**src/logic/aopm_pkg.sv**
```systemverilog
// shared constants for the converter output port pin mux
package aopm_pkg;

  // interface selector codes
  localparam logic [1:0] SEL_PAR18 = 2'h0;
  localparam logic [1:0] SEL_PAR16 = 2'h1;
  localparam logic [1:0] SEL_BYTE = 2'h2;
  localparam logic [1:0] SEL_SERIAL = 2'h3;

  // result word width and pin field positions
  localparam int RESULT_W = 18;
  localparam int BIT_CODING = 0;
  localparam int BIT_FORM_LO = 1;
  localparam int BIT_FORM_HI = 2;
  localparam int BIT_DBIT3 = 3;
  localparam int BIT_DBIT4 = 4;
  localparam int BIT_DBIT5 = 5;

  // reset values
  localparam logic [1:0] RST_MODE = 2'h0;
  localparam logic [1:0] RST_FORM = 2'h0;
  localparam logic RST_CODING_STRAIGHT = 1'b1;

  typedef enum {
    AOPM_PAR18,
    AOPM_PAR16,
    AOPM_BYTE,
    AOPM_SERIAL
  } aopm_mode_t;

endpackage

```
**src/logic/aopm_pin_mux.sv**
```systemverilog
// output port mode decode and low data pin assignment
`timescale 1ns/1ps

module aopm_pin_mux #(
  parameter int RESULT_W = aopm_pkg::RESULT_W
) (
  // clock and reset
  input wire logic ref_clk,
  input wire logic reset_n,
  // interface selector pins
  input wire logic ifaceSelLo,
  input wire logic ifaceSelHi,
  // core side: result word in, decoded controls out
  input wire logic [RESULT_W-1:0] resultRaw,
  output logic [RESULT_W-1:0] resultCoded,
  output logic [1:0] portMode,
  output logic serialMode,
  output logic [1:0] formSel,
  // pin 0: data bit 0 or coding select
  input wire logic dbit0OrCodingSelIn,
  output logic dbit0OrCodingSelOut,
  output logic dbit0OrCodingSelOe,
  // pin 1: data bit 1 or form select low
  input wire logic dbit1OrFormSelLoIn,
  output logic dbit1OrFormSelLoOut,
  output logic dbit1OrFormSelLoOe,
  // pin 2: data bit 2 or form select high
  input wire logic dbit2OrFormSelHiIn,
  output logic dbit2OrFormSelHiOut,
  output logic dbit2OrFormSelHiOe,
  // pin 3: always output
  output logic dbit3Out,
  // pins 4 and 5
  output logic [1:0] dbit45Out,
  output logic [1:0] dbit45Oe
);

  // ------------------------------------------------------------
  // reset release
  // ------------------------------------------------------------
  logic rstMeta_ff;
  logic rstSync_ff;
  logic rstN;

  always_ff @(posedge ref_clk or negedge reset_n) begin
    if (!reset_n) begin
      rstMeta_ff <= 1'b0;
      rstSync_ff <= 1'b0;
    end else begin
      rstMeta_ff <= 1'b1;
      rstSync_ff <= rstMeta_ff;
    end
  end
  assign rstN = rstSync_ff;

  // ------------------------------------------------------------
  // pin input synchronisers
  // ------------------------------------------------------------
  // first stage is read only by the second
  logic [4:0] pinMeta_ff;
  logic [4:0] pinSync_ff;

  always_ff @(posedge ref_clk or negedge rstN) begin
    if (!rstN) begin
      pinMeta_ff <= 5'h00;
      pinSync_ff <= 5'h00;
    end else begin
      pinMeta_ff <= {dbit2OrFormSelHiIn, dbit1OrFormSelLoIn,
                     dbit0OrCodingSelIn, ifaceSelHi, ifaceSelLo};
      pinSync_ff <= pinMeta_ff;
    end
  end

  // ------------------------------------------------------------
  // mode decode
  // ------------------------------------------------------------
  function automatic aopm_pkg::aopm_mode_t decodeMode(input logic [1:0] s);
    aopm_pkg::aopm_mode_t m;
    m = aopm_pkg::AOPM_PAR18;
    if (s == aopm_pkg::SEL_PAR18) begin
      m = aopm_pkg::AOPM_PAR18;
    end else if (s == aopm_pkg::SEL_PAR16) begin
      m = aopm_pkg::AOPM_PAR16;
    end else if (s == aopm_pkg::SEL_BYTE) begin
      m = aopm_pkg::AOPM_BYTE;
    end else begin
      m = aopm_pkg::AOPM_SERIAL;
    end
    return m;
  endfunction

  aopm_pkg::aopm_mode_t mode_ff;
  logic [1:0] mode2_ff;
  logic coding_ff;
  logic [1:0] form_ff;
  aopm_pkg::aopm_mode_t nxt_mode;
  logic nxt_coding;
  logic [1:0] nxt_form;

  assign nxt_mode = decodeMode(pinSync_ff[1:0]);

  always_ff @(posedge ref_clk or negedge rstN) begin
    if (!rstN) begin
      mode_ff <= aopm_pkg::AOPM_PAR18;
      mode2_ff <= aopm_pkg::RST_MODE;
    end else begin
      mode_ff <= nxt_mode;
      mode2_ff <= pinSync_ff[1:0];
    end
  end

  // ------------------------------------------------------------
  // pin release tracking
  // ------------------------------------------------------------
  // the drive enable goes through the same two stages as the pins, so a
  // sample taken while this block still drove a pin is known as its own
  // output echoed back and never sets coding or form
  logic pinOe;
  logic oeMeta_ff;
  logic oeSync_ff;
  logic pinsValid;

  assign pinOe = (mode_ff == aopm_pkg::AOPM_PAR18);

  always_ff @(posedge ref_clk or negedge rstN) begin
    if (!rstN) begin
      oeMeta_ff <= 1'h1;
      oeSync_ff <= 1'h1;
    end else begin
      oeMeta_ff <= pinOe;
      oeSync_ff <= oeMeta_ff;
    end
  end
  assign pinsValid = !oeSync_ff;

  // ------------------------------------------------------------
  // coding and form selects
  // ------------------------------------------------------------
  always_comb begin
    nxt_coding = aopm_pkg::RST_CODING_STRAIGHT;
    nxt_form = aopm_pkg::RST_FORM;
    case (nxt_mode)
      aopm_pkg::AOPM_PAR18: begin
        nxt_coding = 1'b1;
      end
      aopm_pkg::AOPM_PAR16,
      aopm_pkg::AOPM_BYTE: begin
        if (pinsValid) begin
          nxt_coding = pinSync_ff[2];
          nxt_form = {pinSync_ff[4], pinSync_ff[3]};
        end else begin
          nxt_coding = coding_ff;
          nxt_form = form_ff;
        end
      end
      default: begin
        if (pinsValid) begin
          nxt_coding = pinSync_ff[2];
          nxt_form = {1'b0, pinSync_ff[3]};
        end else begin
          nxt_coding = coding_ff;
          nxt_form = form_ff;
        end
      end
    endcase
  end

  always_ff @(posedge ref_clk or negedge rstN) begin
    if (!rstN) begin
      coding_ff <= aopm_pkg::RST_CODING_STRAIGHT;
      form_ff <= aopm_pkg::RST_FORM;
    end else begin
      coding_ff <= nxt_coding;
      form_ff <= nxt_form;
    end
  end

  // ------------------------------------------------------------
  // result coding
  // ------------------------------------------------------------
  // two's complement of an offset-binary word is its msb inverted
  logic [RESULT_W-1:0] coded_ff;

  always_ff @(posedge ref_clk or negedge rstN) begin
    if (!rstN) begin
      coded_ff <= '0;
    end else if (coding_ff) begin
      coded_ff <= resultRaw;
    end else begin
      coded_ff <= {~resultRaw[RESULT_W-1], resultRaw[RESULT_W-2:0]};
    end
  end

  assign resultCoded = coded_ff;
  assign portMode = mode2_ff;
  assign serialMode = (mode_ff == aopm_pkg::AOPM_SERIAL);
  assign formSel = form_ff;

  // ------------------------------------------------------------
  // pin drivers
  // ------------------------------------------------------------
  // the low pins carry the result lsbs; the form table that reorders
  // bytes lives in the port logic downstream, not here
  logic isPar18;
  logic isPar;

  assign isPar18 = (mode_ff == aopm_pkg::AOPM_PAR18);
  assign isPar = !serialMode;

  assign dbit0OrCodingSelOut = coded_ff[aopm_pkg::BIT_CODING];
  assign dbit0OrCodingSelOe = isPar18;
  assign dbit1OrFormSelLoOut = coded_ff[aopm_pkg::BIT_FORM_LO];
  assign dbit1OrFormSelLoOe = isPar18;
  assign dbit2OrFormSelHiOut = coded_ff[aopm_pkg::BIT_FORM_HI];
  // serial use of pin 2 is outside this block, so it is released there
  assign dbit2OrFormSelHiOe = isPar18;
  assign dbit3Out = coded_ff[aopm_pkg::BIT_DBIT3];
  assign dbit45Out = {coded_ff[aopm_pkg::BIT_DBIT5],
                      coded_ff[aopm_pkg::BIT_DBIT4]};
  assign dbit45Oe = {isPar, isPar};

endmodule

```
**config.mk**
```make
export PLATFORM = sky130hd
export DESIGN_NAME = aopm_pin_mux
export DESIGN_NICKNAME = d
export VERILOG_FILES = /design/src/logic/aopm_pkg.sv /design/src/logic/aopm_pin_mux.sv
export SDC_FILE = /design/constraint.sdc
export NUM_CORES = 1
export LEC_CHECK = 0
export ABC_AREA = 1
export BUFFER_PORTS_ARGS = -buffer_cell sky130_fd_sc_hd__buf_2
export CORE_UTILIZATION = 44
export DETAILED_ROUTE_END_ITERATION = 6
export PLACE_DENSITY = 0.77
export SYNTH_ARGS = -nofsm -noshare
export SYNTH_HDL_FRONTEND = slang
export SYNTH_SLANG_ARGS = --single-unit
```
**constraint.sdc**
```tcl
create_clock -name ref_clk -period 1.5 [get_ports ref_clk]
set_input_delay 0.375 -clock ref_clk [delete_from_list [all_inputs] [get_ports ref_clk]]
set_output_delay 0.375 -clock ref_clk [all_outputs]
set_load 0.03 [all_outputs]
```
==> metrics <==
register area share after synthesis=0.804; required time at the endpoint of the critical path=about 1.1 ns; Top Family by Delay on Critical Path=flip-flops; post-CTS setup repair buffer count=0; router iterations before antenna repair=2; number of CTS-inserted buffers=5; buffer cell driving the clock tree root=sky130_fd_sc_hd__clkbuf_4; endpoints failing setup=0; via count of the first global-routing pass=626; power per cell area=1220 nW/um^2; result of the run=finished clean; finished layout cell area=1570 um^2; share of final-layout standard cells stronger than drive strength 1=0.522; ant diodes=0; part of the power in the clock network=0.254; Synth async-reset ratio=1.00; launch instance of the worst min-delay path=resultRaw[15]; antenna violations before repair=0; final hold slack=approximately 0.14 ns; die outline height=54.6 um; routed vias/inst=4.29; Starting Density=0.479; largest area contributor in the netlist=sky130_fd_sc_hd__dfrtp_1; count of buffer and inverter cells on the critical path=1; global router's overall resource usage=0.139; cell at the slowest stage of the critical path=sky130_fd_sc_hd__dfrtp_1; source-to-sink clock delay at the later pin of the worst-skew pair=between 0.3 and 0.4 ns; final WL=1.82 mm; NumNets Final=164; switching share of power=0.272; unrepaired setup endpoints after global routing=yes; first-iteration detailed-routing DRC count=8; clock edge transition at the registers on the reported setup and hold paths=0.10 ns; largest cells by area after synthesis=sky130_fd_sc_hd__dfrtp_1 (74%), sky130_fd_sc_hd__dfstp_2 (6.5%), sky130_fd_sc_hd__buf_4 (6.2%); I/O pin count=59; count of yosys warnings during synthesis=0; Clock H-tree levels=2; kind of end point of the critical path=output port; non-filler instance count after layout=166; critical path data arrival time=1.07 ns; worst setup path start=mode_ff[1]; CP max stage delay=0.42 ns; sequential group share of total power=0.603; worst clock skew=0.00279 ns; area after detailed placement=1490 um^2; maximum clock insertion buffer count=2; Psw=just over 500 uW; DPL Wire Length=1.36 mm; Max-Cap Viols=0; number of distinct library cell variants in the gate-level netlist after synthesis=13; worst reg2reg setup slack=0.27 ns; cell count after synthesis=78; min cycle time layout=1.44 ns; critical path, cell by cell=nor2_4 > buf_4; count of unresolved DRC violations after routing=0; combinational share of power=0.143; weighted congestion at the end of routability-driven global placement=0.730; critical-path maximum fanout=4; Avg WL per Cell=10.9 um; number of input and output port buffers inserted=58; DR vias=712; Setup crit start kind=register; remaining global-route overflow=0; clock tree from TritonCTS=done; leakage power=between 0.0008 and 0.0009 uW; Final Hold Violating Endpoints=0; Syn Area/Cell=~16 um^2; Core Box Area=2540 um^2; period utilization=0.960; net count of the mapped netlist=107; Synth-to-Final Area Change=28.5%; Total Die Area=between 2000 and 3000 um^2; DP Cell Count=157; first-pass GRT wire length=about 2.6 mm; internal power of the cells=1390 uW; number of slew-limit violations in the final report=0; Post-DRT Antenna Nets=0; class of the tightest hold or removal check=input pin to register; flip-flop and latch count after synthesis=39; Synth top cells by count=sky130_fd_sc_hd__dfrtp_1 (36), sky130_fd_sc_hd__buf_4 (10), sky130_fd_sc_hd__nand2_1 (7), sky130_fd_sc_hd__inv_1 (6); worst path setup slack after routing=between 0.05 and 0.06 ns; utilization after layout=0.616; total number of placement rows=18; worst flop-to-flop path startpoint=pinSync_ff[0]; most frequently used cell type in the post-synthesis netlist=sky130_fd_sc_hd__dfrtp_1; Die X-Extent=around 55 um; Most used DFF post-synth=sky130_fd_sc_hd__dfrtp_1; maximum number of pins on one net before global-route repair=28; number of enable-type register cells in the synthesized netlist=0; worst slack at placement=0.264 ns; top cell type's share of synthesized area=0.739; timing-limited maximum frequency=694 MHz; cell area after synthesis=1220 um^2; Worst VDD drop=0.959 mV; path type of the worst setup path=register to output port; clock net sink count=39
==> kinds of logic (layout without fill, tap and decap cells) <==
| logic type | Yosys count | count (layout) | synth area share |
|---|---|---|---|
| buffers and inverters | 16 | 74 | 0.0801 |
| and+or+nand+nor | 16 | 16 | 0.0606 |
| other | 1 | 1 | 0.00308 |
| adders and majority gates | 4 | 4 | 0.0411 |
| DFF | 39 | 39 | 0.804 |
| xor gates and xnor gates | 1 | 1 | 0.00719 |
| AOI/OAI and AO/OA | 1 | 1 | 0.00410 |
==> power by group through the flow <==
stage,logic (uW),registers [uW],clock network [uW]
after floorplan,104,1250,0
after global placement,265,1170,0
after detailed placement,271,1170,0
after CTS,274,1150,506
after global routing,298,1160,546
final,273,1150,485
==> through the flow <==
step,setup TNS [ns],total power [uW]
2_1_floorplan,0,1360
3_3_place_gp,0,1430
3_5_place_dp,0,1440
4_1_cts,-0.0549,1930
5_1_grt,-0.0469,2000
6_report,0,1910
==> layout by cell type (no fill, tap or decap) <==
cell type                        n
sky130_fd_sc_hd__a21oi_1         1
sky130_fd_sc_hd__buf_12          1
sky130_fd_sc_hd__buf_2          55
sky130_fd_sc_hd__buf_4           3
sky130_fd_sc_hd__clkbuf_1        2
sky130_fd_sc_hd__clkbuf_4        5
sky130_fd_sc_hd__clkinv_2        1
sky130_fd_sc_hd__conb_1          1
sky130_fd_sc_hd__dfrtp_1        36
sky130_fd_sc_hd__dfstp_2         3
sky130_fd_sc_hd__dlygate4sd3_1   1
sky130_fd_sc_hd__ha_1            4
sky130_fd_sc_hd__inv_1           6
sky130_fd_sc_hd__nand2_1         7
sky130_fd_sc_hd__nand2_2         1
sky130_fd_sc_hd__nand3_1         3
sky130_fd_sc_hd__nor2_1          3
sky130_fd_sc_hd__nor2_4          2
sky130_fd_sc_hd__xnor2_1         1
==> worst paths after layout <==
kind	to	cells after the start
min	resultCoded[15]	1
min reg2reg	resultCoded[15]	0
max in group asynchronous	coding_ff	1
max	dbit1OrFormSelLoOe	2
max reg2reg	formSel[0]	6
min in group asynchronous	resultCoded[15]	0
==> final cells by class <==
class / instances / area (um^2)
Sequential cell: 39 / 980
Fill cell: 226 / 978
Timing Repair Buffer: 60 / 328
Multi-Input combinational cell: 23 / 149
Clock buffer: 7 / 45.0
Tap cell: 30 / 37.5
Inverter: 6 / 22.5
Clock inverter: 1 / 5.00
==> timing repair <==
action / 4_1_cts / 5_1_grt
endpoints found under the setup margin: 3 / 3
gates resized for setup: 0 / 7
hold buffers: 1 / 0
endpoints found under the hold margin: 2 / 0
==> flip-flops by register name, indices dropped and copies added, names as in the netlist <==
| signal | count |
|---|---|
| resultCoded | 18 |
| portMode | 2 |
| oeMeta_ff | 1 |
| rstN | 1 |
| oeSync_ff | 1 |
| rstMeta_ff | 1 |
| mode_ff | 2 |
| formSel | 2 |
| coding_ff | 1 |
| pinSync_ff | 5 |
| pinMeta_ff | 5 |
==> per-layer routing <==
layer  up-vias  track usage  share of wire  wire length, um
li1        340            -              -                -
met1       326        0.157           0.39              705
met2        43        0.209           0.50              908
met3         3       0.0917           0.10              187
met4         0       0.0513         0.0083               15
met5         -            0              0                0
Note: power is estimated with default switching activity, not from simulation.
